`src/temp_ctrl_monitor_pkg.sv`:
```
// constants for the temperature/control monitor and rectifier mode block
`default_nettype none
package temp_ctrl_monitor_pkg;
    // timing
    localparam int unsigned CLK_HZ = 250_000_000;
    localparam int unsigned CYC_PER_MS = CLK_HZ / 1000;
    localparam int unsigned T_BIAS_MS = 25;
    localparam int unsigned T_DEGLITCH_MS = 10;
    localparam int unsigned T_FLOAT_MS = 100;
    localparam int unsigned BIAS_CYC = T_BIAS_MS * CYC_PER_MS;
    localparam int unsigned DEGLITCH_CYC = T_DEGLITCH_MS * CYC_PER_MS;
    localparam int unsigned FLOAT_CYC = T_FLOAT_MS * CYC_PER_MS;
    localparam int unsigned CNT_W = 26;
    // analog comparator input vector positions
    localparam int unsigned N_CMP = 9;
    localparam int unsigned CMP_HOT = 0;
    localparam int unsigned CMP_COLD = 1;
    localparam int unsigned CMP_CTRL_HI = 2;
    localparam int unsigned CMP_CTRL_LO = 3;
    localparam int unsigned CMP_UVLO_OK = 4;
    localparam int unsigned CMP_DIE_SD = 5;
    localparam int unsigned CMP_DIE_HYS_OK = 6;
    localparam int unsigned CMP_LOAD_SR = 7;
    localparam int unsigned CMP_LOAD_SRH = 8;
    // register byte offsets
    localparam logic [7:0] REG_CTRL = 8'h00;
    localparam logic [7:0] REG_STATUS = 8'h04;
    localparam logic [7:0] REG_IRQ_STAT = 8'h08;
    localparam logic [7:0] REG_IRQ_MASK = 8'h0c;
    localparam logic [7:0] REG_LOSS = 8'h10;
    localparam logic [7:0] REG_RX_PWR = 8'h14;
    // control fields
    localparam int unsigned CTRL_MON_EN = 0;
    localparam int unsigned CTRL_SD_CLR = 1;
    localparam logic [1:0] CTRL_RESET = 2'h1;
    // interrupt bits
    localparam int unsigned N_IRQ = 5;
    localparam int unsigned IRQ_TEMP = 0;
    localparam int unsigned IRQ_DONE = 1;
    localparam int unsigned IRQ_FAULT = 2;
    localparam int unsigned IRQ_TSD = 3;
    localparam int unsigned IRQ_FULL = 4;
    // power report
    localparam int unsigned PWR_W = 16;
    localparam logic [15:0] LOSS_RESET = 16'h0000;
    // shutdown reason codes, rectifier modes and sequencer states
    typedef enum logic [1:0] {REASON_NONE, REASON_DONE, REASON_FAULT} reason_t;
    typedef enum logic [1:0] {SR_DIODE, SR_HALF, SR_FULL} sr_mode_t;
    typedef enum logic [1:0] {SEQ_WAIT, SEQ_BIAS, SEQ_FLOAT} seq_t;
endpackage
`default_nettype wire

```
`src/temp_ctrl_monitor.sv`:
```
// temperature/control pin sequencer, shutdown, thermal and rectifier mode logic
`default_nettype none
module temp_ctrl_monitor #(
    parameter int unsigned BIAS_CYC = temp_ctrl_monitor_pkg::BIAS_CYC,
    parameter int unsigned DEGLITCH_CYC = temp_ctrl_monitor_pkg::DEGLITCH_CYC,
    parameter int unsigned FLOAT_CYC = temp_ctrl_monitor_pkg::FLOAT_CYC
) (
    input wire logic i_clk_sys,
    input wire logic i_rstn,
    input wire logic i_cmp_hot,
    input wire logic i_cmp_cold,
    input wire logic i_cmp_ctrl_hi,
    input wire logic i_cmp_ctrl_lo,
    input wire logic i_rect_above_uvlo,
    input wire logic i_die_at_shutdown,
    input wire logic i_die_below_hys,
    input wire logic i_load_above_full_sync,
    input wire logic i_load_below_half_return,
    input wire logic [15:0] i_out_pwr,
    input wire logic i_temp_pin_i,
    input wire logic i_wb_cyc,
    input wire logic i_wb_stb,
    input wire logic i_wb_we,
    input wire logic [7:0] i_wb_adr,
    input wire logic [3:0] i_wb_sel,
    input wire logic [31:0] i_wb_dat,
    output logic [31:0] o_wb_dat,
    output logic o_wb_ack,
    output logic o_temp_bias_window,
    output logic o_temp_pin_o,
    output logic o_temp_pin_oe,
    output logic [1:0] o_sr_mode,
    output logic o_ldo_en,
    output logic o_rx_shutdown,
    output logic [1:0] o_shutdown_reason,
    output logic o_charge_allow,
    output logic o_ctrl_flag,
    output logic [15:0] o_rx_pwr,
    output logic o_irq
);
    localparam int unsigned W = temp_ctrl_monitor_pkg::CNT_W;
    localparam int unsigned N = temp_ctrl_monitor_pkg::N_CMP;
    localparam int unsigned NI = temp_ctrl_monitor_pkg::N_IRQ;

    logic [N-1:0] raw;
    logic [N-1:0] meta_q;
    logic [N-1:0] sync_q;
    logic [1:0] filt_q;
    logic [W-1:0] deg_cnt_q [2];
    logic [W-1:0] seq_cnt_q;
    temp_ctrl_monitor_pkg::seq_t seq_q;
    temp_ctrl_monitor_pkg::sr_mode_t sr_q;
    temp_ctrl_monitor_pkg::reason_t reason_q;
    logic tsd_q;
    logic sd_q;
    logic flag_q;
    logic [1:0] ctrl_q;
    logic [NI-1:0] irq_stat_q;
    logic [NI-1:0] irq_mask_q;
    logic [NI-1:0] ev;
    logic [15:0] loss_q;
    logic [16:0] pwr_sum;
    logic [15:0] pwr_q;
    logic bias_end;
    logic float_end;
    logic temp_bad;
    logic wr;
    logic rd_ok;
    logic [31:0] rd_d;

    assign raw = {i_load_below_half_return, i_load_above_full_sync, i_die_below_hys,
                  i_die_at_shutdown, i_rect_above_uvlo, i_cmp_ctrl_lo, i_cmp_ctrl_hi,
                  i_cmp_cold, i_cmp_hot};

    always_ff @(posedge i_clk_sys or negedge i_rstn)
    begin
        if (!i_rstn)
        begin
            meta_q <= '0;
            sync_q <= '0;
        end
        else
        begin
            meta_q <= raw;
            sync_q <= meta_q;
        end
    end

    assign bias_end = (seq_q == temp_ctrl_monitor_pkg::SEQ_BIAS) &&
                      (seq_cnt_q == W'(BIAS_CYC - 1));
    assign float_end = (seq_q == temp_ctrl_monitor_pkg::SEQ_FLOAT) &&
                       (seq_cnt_q == W'(FLOAT_CYC - 1));

    always_ff @(posedge i_clk_sys or negedge i_rstn)
    begin
        if (!i_rstn)
        begin
            seq_q <= temp_ctrl_monitor_pkg::SEQ_WAIT;
            seq_cnt_q <= '0;
        end
        else
        begin
            unique case (seq_q)
                temp_ctrl_monitor_pkg::SEQ_WAIT:
                begin
                    seq_cnt_q <= '0;
                    if (sync_q[temp_ctrl_monitor_pkg::CMP_UVLO_OK] &&
                        ctrl_q[temp_ctrl_monitor_pkg::CTRL_MON_EN])
                    begin
                        seq_q <= temp_ctrl_monitor_pkg::SEQ_BIAS;
                    end
                end
                temp_ctrl_monitor_pkg::SEQ_BIAS:
                begin
                    seq_cnt_q <= bias_end ? '0 : seq_cnt_q + W'(1);
                    if (bias_end)
                    begin
                        seq_q <= temp_ctrl_monitor_pkg::SEQ_FLOAT;
                    end
                end
                temp_ctrl_monitor_pkg::SEQ_FLOAT:
                begin
                    seq_cnt_q <= float_end ? '0 : seq_cnt_q + W'(1);
                    if (float_end)
                    begin
                        if (sync_q[temp_ctrl_monitor_pkg::CMP_UVLO_OK] &&
                            ctrl_q[temp_ctrl_monitor_pkg::CTRL_MON_EN])
                        begin
                            seq_q <= temp_ctrl_monitor_pkg::SEQ_BIAS;
                        end
                        else
                        begin
                            seq_q <= temp_ctrl_monitor_pkg::SEQ_WAIT;
                        end
                    end
                end
            endcase
        end
    end

    // pin drive follows the window
    always_ff @(posedge i_clk_sys or negedge i_rstn)
    begin
        if (!i_rstn)
        begin
            o_temp_bias_window <= 1'b0;
            o_temp_pin_o <= 1'b0;
            o_temp_pin_oe <= 1'b0;
        end
        else
        begin
            o_temp_bias_window <= (seq_q == temp_ctrl_monitor_pkg::SEQ_BIAS) && !bias_end ||
                                  (seq_q == temp_ctrl_monitor_pkg::SEQ_WAIT) &&
                                  sync_q[temp_ctrl_monitor_pkg::CMP_UVLO_OK] &&
                                  ctrl_q[temp_ctrl_monitor_pkg::CTRL_MON_EN] ||
                                  float_end && sync_q[temp_ctrl_monitor_pkg::CMP_UVLO_OK] &&
                                  ctrl_q[temp_ctrl_monitor_pkg::CTRL_MON_EN];
            o_temp_pin_o <= 1'b1;
            o_temp_pin_oe <= (seq_q == temp_ctrl_monitor_pkg::SEQ_BIAS) && !bias_end ||
                             (seq_q == temp_ctrl_monitor_pkg::SEQ_WAIT) &&
                             sync_q[temp_ctrl_monitor_pkg::CMP_UVLO_OK] &&
                             ctrl_q[temp_ctrl_monitor_pkg::CTRL_MON_EN] ||
                             float_end && sync_q[temp_ctrl_monitor_pkg::CMP_UVLO_OK] &&
                             ctrl_q[temp_ctrl_monitor_pkg::CTRL_MON_EN];
        end
    end

    genvar g;
    generate
        for (g = 0; g < 2; g++)
        begin : g_deg
            always_ff @(posedge i_clk_sys or negedge i_rstn)
            begin
                if (!i_rstn)
                begin
                    deg_cnt_q[g] <= '0;
                    filt_q[g] <= 1'b0;
                end
                else if (seq_q != temp_ctrl_monitor_pkg::SEQ_BIAS || sync_q[g] == filt_q[g])
                begin
                    deg_cnt_q[g] <= '0;
                end
                else if (deg_cnt_q[g] == W'(DEGLITCH_CYC - 1))
                begin
                    deg_cnt_q[g] <= '0;
                    filt_q[g] <= sync_q[g];
                end
                else
                begin
                    deg_cnt_q[g] <= deg_cnt_q[g] + W'(1);
                end
            end
        end
    endgenerate

    assign temp_bad = filt_q[temp_ctrl_monitor_pkg::CMP_HOT] |
                      filt_q[temp_ctrl_monitor_pkg::CMP_COLD];

    // control pin shutdown and flag
    always_ff @(posedge i_clk_sys or negedge i_rstn)
    begin
        if (!i_rstn)
        begin
            sd_q <= 1'b0;
            flag_q <= 1'b0;
            reason_q <= temp_ctrl_monitor_pkg::REASON_NONE;
        end
        else if (seq_q == temp_ctrl_monitor_pkg::SEQ_FLOAT && !sd_q &&
                 sync_q[temp_ctrl_monitor_pkg::CMP_CTRL_HI])
        begin
            flag_q <= 1'b1;
            sd_q <= 1'b1;
            reason_q <= temp_ctrl_monitor_pkg::REASON_DONE;
        end
        else if (seq_q == temp_ctrl_monitor_pkg::SEQ_FLOAT && !sd_q &&
                 sync_q[temp_ctrl_monitor_pkg::CMP_CTRL_LO])
        begin
            sd_q <= 1'b1;
            reason_q <= temp_ctrl_monitor_pkg::REASON_FAULT;
        end
        else if (wr && i_wb_adr == temp_ctrl_monitor_pkg::REG_CTRL && i_wb_sel[0] &&
                 i_wb_dat[temp_ctrl_monitor_pkg::CTRL_SD_CLR])
        begin
            sd_q <= 1'b0;
            flag_q <= 1'b0;
            reason_q <= temp_ctrl_monitor_pkg::REASON_NONE;
        end
    end

    // die thermal shutdown latch
    always_ff @(posedge i_clk_sys or negedge i_rstn)
    begin
        if (!i_rstn)
        begin
            tsd_q <= 1'b0;
        end
        else if (sync_q[temp_ctrl_monitor_pkg::CMP_DIE_SD])
        begin
            tsd_q <= 1'b1;
        end
        else if (sync_q[temp_ctrl_monitor_pkg::CMP_DIE_HYS_OK])
        begin
            tsd_q <= 1'b0;
        end
    end

    // rectifier mode selection
    always_ff @(posedge i_clk_sys or negedge i_rstn)
    begin
        if (!i_rstn)
        begin
            sr_q <= temp_ctrl_monitor_pkg::SR_DIODE;
        end
        else if (!sync_q[temp_ctrl_monitor_pkg::CMP_UVLO_OK])
        begin
            sr_q <= temp_ctrl_monitor_pkg::SR_DIODE;
        end
        else
        begin
            unique case (sr_q)
                temp_ctrl_monitor_pkg::SR_DIODE:
                    sr_q <= temp_ctrl_monitor_pkg::SR_HALF;
                temp_ctrl_monitor_pkg::SR_HALF:
                    if (sync_q[temp_ctrl_monitor_pkg::CMP_LOAD_SR])
                    begin
                        sr_q <= temp_ctrl_monitor_pkg::SR_FULL;
                    end
                // back to half on low load
                temp_ctrl_monitor_pkg::SR_FULL:
                    if (sync_q[temp_ctrl_monitor_pkg::CMP_LOAD_SRH])
                    begin
                        sr_q <= temp_ctrl_monitor_pkg::SR_HALF;
                    end
                default:
                    sr_q <= temp_ctrl_monitor_pkg::SR_DIODE;
            endcase
        end
    end

    assign pwr_sum = {1'b0, i_out_pwr} + {1'b0, loss_q};

    always_ff @(posedge i_clk_sys or negedge i_rstn)
    begin
        if (!i_rstn)
        begin
            pwr_q <= '0;
        end
        else
        begin
            pwr_q <= pwr_sum[16] ? 16'hffff : pwr_sum[15:0];
        end
    end

    // output flops
    always_ff @(posedge i_clk_sys or negedge i_rstn)
    begin
        if (!i_rstn)
        begin
            o_sr_mode <= temp_ctrl_monitor_pkg::SR_DIODE;
            o_ldo_en <= 1'b0;
            o_rx_shutdown <= 1'b0;
            o_shutdown_reason <= temp_ctrl_monitor_pkg::REASON_NONE;
            o_charge_allow <= 1'b0;
            o_ctrl_flag <= 1'b0;
            o_rx_pwr <= '0;
            o_irq <= 1'b0;
        end
        else
        begin
            o_sr_mode <= sr_q;
            o_ldo_en <= sync_q[temp_ctrl_monitor_pkg::CMP_UVLO_OK] && !tsd_q && !sd_q;
            o_rx_shutdown <= sd_q;
            o_shutdown_reason <= reason_q;
            o_charge_allow <= sync_q[temp_ctrl_monitor_pkg::CMP_UVLO_OK] && !tsd_q &&
                              !sd_q && !temp_bad;
            o_ctrl_flag <= flag_q;
            o_rx_pwr <= pwr_q;
            o_irq <= |(irq_stat_q & irq_mask_q);
        end
    end

    // interrupt events
    assign ev[temp_ctrl_monitor_pkg::IRQ_TEMP] = bias_end & temp_bad;
    assign ev[temp_ctrl_monitor_pkg::IRQ_DONE] = sd_q & ~o_rx_shutdown &
        (reason_q == temp_ctrl_monitor_pkg::REASON_DONE);
    assign ev[temp_ctrl_monitor_pkg::IRQ_FAULT] = sd_q & ~o_rx_shutdown &
        (reason_q == temp_ctrl_monitor_pkg::REASON_FAULT);
    assign ev[temp_ctrl_monitor_pkg::IRQ_TSD] = sync_q[temp_ctrl_monitor_pkg::CMP_DIE_SD] &
        ~tsd_q;
    assign ev[temp_ctrl_monitor_pkg::IRQ_FULL] = (sr_q == temp_ctrl_monitor_pkg::SR_HALF) &&
        sync_q[temp_ctrl_monitor_pkg::CMP_UVLO_OK] &&
        sync_q[temp_ctrl_monitor_pkg::CMP_LOAD_SR];

    // bus slave
    assign wr = i_wb_cyc && i_wb_stb && i_wb_we && !o_wb_ack;

    always_ff @(posedge i_clk_sys or negedge i_rstn)
    begin
        if (!i_rstn)
        begin
            ctrl_q <= temp_ctrl_monitor_pkg::CTRL_RESET;
            irq_mask_q <= '0;
            loss_q <= temp_ctrl_monitor_pkg::LOSS_RESET;
        end
        else if (wr)
        begin
            if (i_wb_adr == temp_ctrl_monitor_pkg::REG_CTRL && i_wb_sel[0])
            begin
                ctrl_q[temp_ctrl_monitor_pkg::CTRL_MON_EN] <=
                    i_wb_dat[temp_ctrl_monitor_pkg::CTRL_MON_EN];
            end
            if (i_wb_adr == temp_ctrl_monitor_pkg::REG_IRQ_MASK && i_wb_sel[0])
            begin
                irq_mask_q <= i_wb_dat[NI-1:0];
            end
            if (i_wb_adr == temp_ctrl_monitor_pkg::REG_LOSS)
            begin
                if (i_wb_sel[0])
                begin
                    loss_q[7:0] <= i_wb_dat[7:0];
                end
                if (i_wb_sel[1])
                begin
                    loss_q[15:8] <= i_wb_dat[15:8];
                end
            end
        end
    end

    // sticky status, set beats clear
    always_ff @(posedge i_clk_sys or negedge i_rstn)
    begin
        if (!i_rstn)
        begin
            irq_stat_q <= '0;
        end
        else if (wr && i_wb_adr == temp_ctrl_monitor_pkg::REG_IRQ_STAT && i_wb_sel[0])
        begin
            irq_stat_q <= (irq_stat_q & ~i_wb_dat[NI-1:0]) | ev;
        end
        else
        begin
            irq_stat_q <= irq_stat_q | ev;
        end
    end

    always_comb
    begin
        rd_d = '0;
        rd_ok = 1'b1;
        unique case (i_wb_adr)
            temp_ctrl_monitor_pkg::REG_CTRL:
                rd_d[0] = ctrl_q[temp_ctrl_monitor_pkg::CTRL_MON_EN];
            temp_ctrl_monitor_pkg::REG_STATUS:
                rd_d[13:0] = {seq_q, filt_q, reason_q, flag_q, sd_q, tsd_q, sr_q,
                              o_charge_allow, o_ldo_en, o_temp_bias_window};
            temp_ctrl_monitor_pkg::REG_IRQ_STAT:
                rd_d[NI-1:0] = irq_stat_q;
            temp_ctrl_monitor_pkg::REG_IRQ_MASK:
                rd_d[NI-1:0] = irq_mask_q;
            temp_ctrl_monitor_pkg::REG_LOSS:
                rd_d[15:0] = loss_q;
            temp_ctrl_monitor_pkg::REG_RX_PWR:
                rd_d[15:0] = pwr_q;
            default:
                rd_ok = 1'b0;
        endcase
    end

    always_ff @(posedge i_clk_sys or negedge i_rstn)
    begin
        if (!i_rstn)
        begin
            o_wb_ack <= 1'b0;
            o_wb_dat <= '0;
        end
        else
        begin
            o_wb_ack <= i_wb_cyc && i_wb_stb && !o_wb_ack;
            o_wb_dat <= (i_wb_cyc && i_wb_stb && !i_wb_we && rd_ok) ? rd_d : '0;
        end
    end
endmodule
`default_nettype wire

```
`config.mk`:
```
export PLATFORM = sky130hd
export DESIGN_NAME = temp_ctrl_monitor
export DESIGN_NICKNAME = d
export VERILOG_FILES = /design/src/temp_ctrl_monitor_pkg.sv /design/src/temp_ctrl_monitor.sv
export SDC_FILE = /design/constraint.sdc
export NUM_CORES = 1
export LEC_CHECK = 0
export ABC_AREA = 1
export BUFFER_PORTS_ARGS = -buffer_cell sky130_fd_sc_hd__buf_2
export CAP_MARGIN = 10
export CELL_PAD_IN_SITES_DETAIL_PLACEMENT = 1
export CELL_PAD_IN_SITES_GLOBAL_PLACEMENT = 2
export CORE_ASPECT_RATIO = 0.7
export CORE_UTILIZATION = 34
export DETAILED_ROUTE_END_ITERATION = 10
export PLACE_DENSITY = 0.86
export SKIP_CTS_REPAIR_TIMING = 1
export SLEW_MARGIN = 20
export SYNTH_ARGS = -nofsm -noshare
export SYNTH_HDL_FRONTEND = slang
export SYNTH_SLANG_ARGS = --single-unit
```
`constraint.sdc`:
```
create_clock -name i_clk_sys -period 2.2 [get_ports i_clk_sys]
set_input_delay 0.22 -clock i_clk_sys [delete_from_list [all_inputs] [get_ports i_clk_sys]]
set_output_delay 0.22 -clock i_clk_sys [all_outputs]
set_load 0.01 [all_outputs]
```
==> impl_results.md <==
* Power Density at about 700 nW/µm²
* Origin of the worst setup path: loss_q[0]$_DFFE_PN0P_
* Die width at 209 µm
* Vias post-DR at roughly 8600
* Area contributors post-synth: dfrtp_1 (48%), nand2_1 (11%), nor2_1 (7.8%)
* Total power draw at ~0.0085 W
* Distinct cells, synth at 45
* Worst Hold Launch: i_wb_dat[9]
* CP delay by family, top: adder cells
* WP depth at 9
* CTS clk-pin slew, worst paths at 0.08 ns
* MaxCap Viol Count at 0
* Clk root buf: clkbuf_16
* Fmax at around 0.48 GHz
* GR Overflow Total at 0
* Hold Crit Depth at 3
* H-tree level count at 4
* Final nets at about 1500
* Fraction of layout cells with a size suffix above 1 at between 15 and 20%
* Tmin final at around 2.1 ns
* Slew HR at 63.5%
* Crit path launch type: flip-flop
* Switching Fraction at between 20% and 30%
* Yosys warning count at 0
* Pint at between 0.006 and 0.007 W
* Initial core utilization at between 30% and 40%
* Critical path fanouts, max at 4
* Worst r2r src: loss_q[0]$_DFFE_PN0P_
* TritonRoute pass-1 iters at 5
* WP buf/inv at 1
* Post-Syn Area at between 10000 and 15000 µm²
* Via density at slightly below 5
* Worst reg-to-reg path cell count at 9
* Final ANT Viol Nets at 0
* Endpoints failing hold at 0
* IO Pins at about 140
* CTS buffer count at 17
* CTS sink cnt at between 150 and 200
* Initial antenna violation count at 0
* Pleak at 5.61 nW
* Least-Margin Pin Slew at 0.547 ns
* Wire per inst at roughly 17 µm
* Post-Syn Instances at 1266
* Register area share after synthesis at 47.8%
* Core Footprint at between 20000 and 30000 µm²
* Top cell type's share of synthesized area at a little under half
* P&R area growth vs syn at 16.9%
* Cells along the critical path: ha_1, fa_2, nand2_1, a21oi_1, nand2_1, nand2_2, a21oi_4, buf_2, nand2_1
* Die area at about 30000 µm²
* Detail Placement HPWL at roughly 23 mm
* Final Non-Filler Cells at 1790
* CP max-delay cell: dfrtp_1
* Dpl cells at 1746
* Clk_skew at around 0.014 ns
* Cell accounting for the most synthesized area: dfrtp_1
* Unrepaired setup endpoints after global routing: false
* Avg Cell Area, Syn at 8.03 µm²
* Worst vdd ir at around 0.00046 V
* Clock Tree Buf Depth at 2
* Tcrit/Tclk final at 94.6%
* Gpl congestion at about 0.90
* Gr usage total at around a fifth
* Setup crit end kind: flip-flop
* I/O Buffers at 100
* First-pass GRT wire length at between 40 and 50 mm
* #FFs+latches synth at around 190
* Later-pin clock latency in the skew report at 0.45 ns
* Gate power share at between 10% and 20%
* Status: complete, no violations
* HP Class: in2reg
* CP Data Arrival Time at 2.41 ns
* Final setup viols at 0
* TNS Setup at 0 ns
* Net Sw Power at 0.00253 W
* WS Path Type: reg2reg
* CP most frequent cell: nand2_1
* CTS tree: done
* Die Y at around 150 µm
* Vias in the first global route at roughly 9000
* Antenna fix cells at 0
* Max Slew Vio Count at 0
* 1st-iter DRT viols at around 390
* Required @ worst endpoint at 2.53 ns
* Final core area utilization at between 40% and 50%
* Fill cells at roughly 3600
* Wirelength, routed at ~30 mm
* Sequential share of power at roughly 46%
* Clock share of power at 39.2%
* Crit-path max cell delay at slightly above 0.4 ns
* Placement row count at 52
* Largest net degree at the start of global routing at 59
* Drc violations at 0
sequential cells by signal, indices dropped and copies added (netlist names), 2 cells and up:
signal             flops
meta_q                 9
o_shutdown_reason      2
pwr_q                 16
loss_q                16
reason_q               2
o_rx_pwr              16
irq_stat_q             5
irq_mask_q             5
seq_q                  2
o_wb_dat              16
sr_q                   2
seq_cnt_q             26
filt_q                 2
sync_q                 9
deg_cnt_q             52
o_sr_mode              2
layout by cell type (no fill, tap or decap), types with 4 or more instances in the layout:
cell	instances
nor2_1	212
o21ai_0	31
nand2_2	18
inv_6	4
nand3b_1	4
conb_1	17
o21ai_1	6
inv_1	153
xnor2_1	5
nor3b_1	6
buf_2	100
o22ai_1	7
a21oi_2	5
inv_2	10
dfrtp_1	193
clkbuf_16	17
nand2_1	304
nor2_2	10
nand2_4	5
nor3_1	32
a21oi_1	31
o21ai_2	4
nor2_4	18
xor2_1	35
nand3_1	85
dlygate4sd3_1	10
nand4_1	13
ha_1	22
buf_4	9
power by group through the flow:
stage               clock network, W  registers, W  logic [W]
floorplan                          0       0.00397   0.000846
global placement                   0       0.00398    0.00124
detailed placement                 0       0.00399    0.00127
CTS                          0.00344       0.00393    0.00128
global route                 0.00355       0.00395    0.00144
finish                       0.00335       0.00392    0.00127
synth_stat cells (all sizes together):
library cell,instances
nand3,87
nor3,37
a31oi,1
o21ai,41
o21a,2
a21o,2
o22ai,7
dfrtp,193
or2,1
clkbuf,2
nand3b,4
buf,24
xor2,35
nand2,328
a22oi,2
nor3b,6
a221oi,1
a211oi,3
conb,2
nor4,2
a21oi,37
nor2,240
nand4,14
inv,164
dfstp,1
and2,2
ha,22
xnor2,5
fa,1
final cells by class:
class	count	area [µm²]	share of cell area, %
Clock buffer	20	457	3.84
Multi-Input combinational cell	897	4540	38.2
Clock inverter	12	173	1.45
Sequential cell	194	4860	40.9
Inverter	164	618	5.20
Timing Repair Buffer	125	764	6.43
Tap cell	378	473	3.98
routing by layer:
metal	vias up	wire length (µm)	global-route usage (%)
li1	4207	-	-
met1	4236	15500	30.4
met2	151	12800	30.5
met3	24	1330	4.54
met4	0	356	4.78
met5	-	0	0
worst paths after layout:
check | endpoint | slack, ns
max | pwr_q[1]$_DFF_PN0_ | 0.12
min | loss_q[9]$_DFFE_PN0P_ | 0.02
max reg2reg | pwr_q[1]$_DFF_PN0_ | 0.12
min reg2reg | sync_q[6]$_DFF_PN0_ | 0.35
max in group asynchronous | ctrl_q[0]$_DFFE_PN1P_ | 1.12
min in group asynchronous | deg_cnt_q[16]$_DFF_PN0_ | 0.34
per-stage QoR:
| stage | area, µm² | setup slack, ns | hold WS (ns) |
|---|---|---|---|
| CTS | 11800 | 0.0313 | -0.231 |
| detailed placement | 11100 | 0.0822 | 0.256 |
| floorplan | 10200 | 0.307 | -0.0756 |
| global route | 11900 | 0.00183 | 0.0143 |
| finish | 11900 | 0.119 | 0.0161 |
| global placement | 11100 | 0.138 | 0.258 |
worst register-to-register path, stage by stage, from the launching register on:
cell and delay (ns):
dfrtp_1 0.41, ha_1 0.23, fa_2 0.35, nand2_1 0.10, a21oi_1 0.12, nand2_1 0.15
nand2_2 0.12, a21oi_4 0.21, buf_2 0.22, nand2_1 0.06
kinds of logic (layout without fill, tap and decap cells):
logic type | Yosys count | count (layout) | share of synthesized area [%]
AND/OR/NAND/NOR | 721 | 721 | 32.1
buffers and inverters | 190 | 321 | 8.20
flip-flops | 194 | 194 | 47.8
adder cells (fa/ha/maj) | 23 | 23 | 2.91
XOR/XNOR | 40 | 40 | 3.45
AO/OA/AOI/OAI | 96 | 96 | 5.45
other | 2 | 17 | 0.0739
Power figures use the tool's default switching activity.
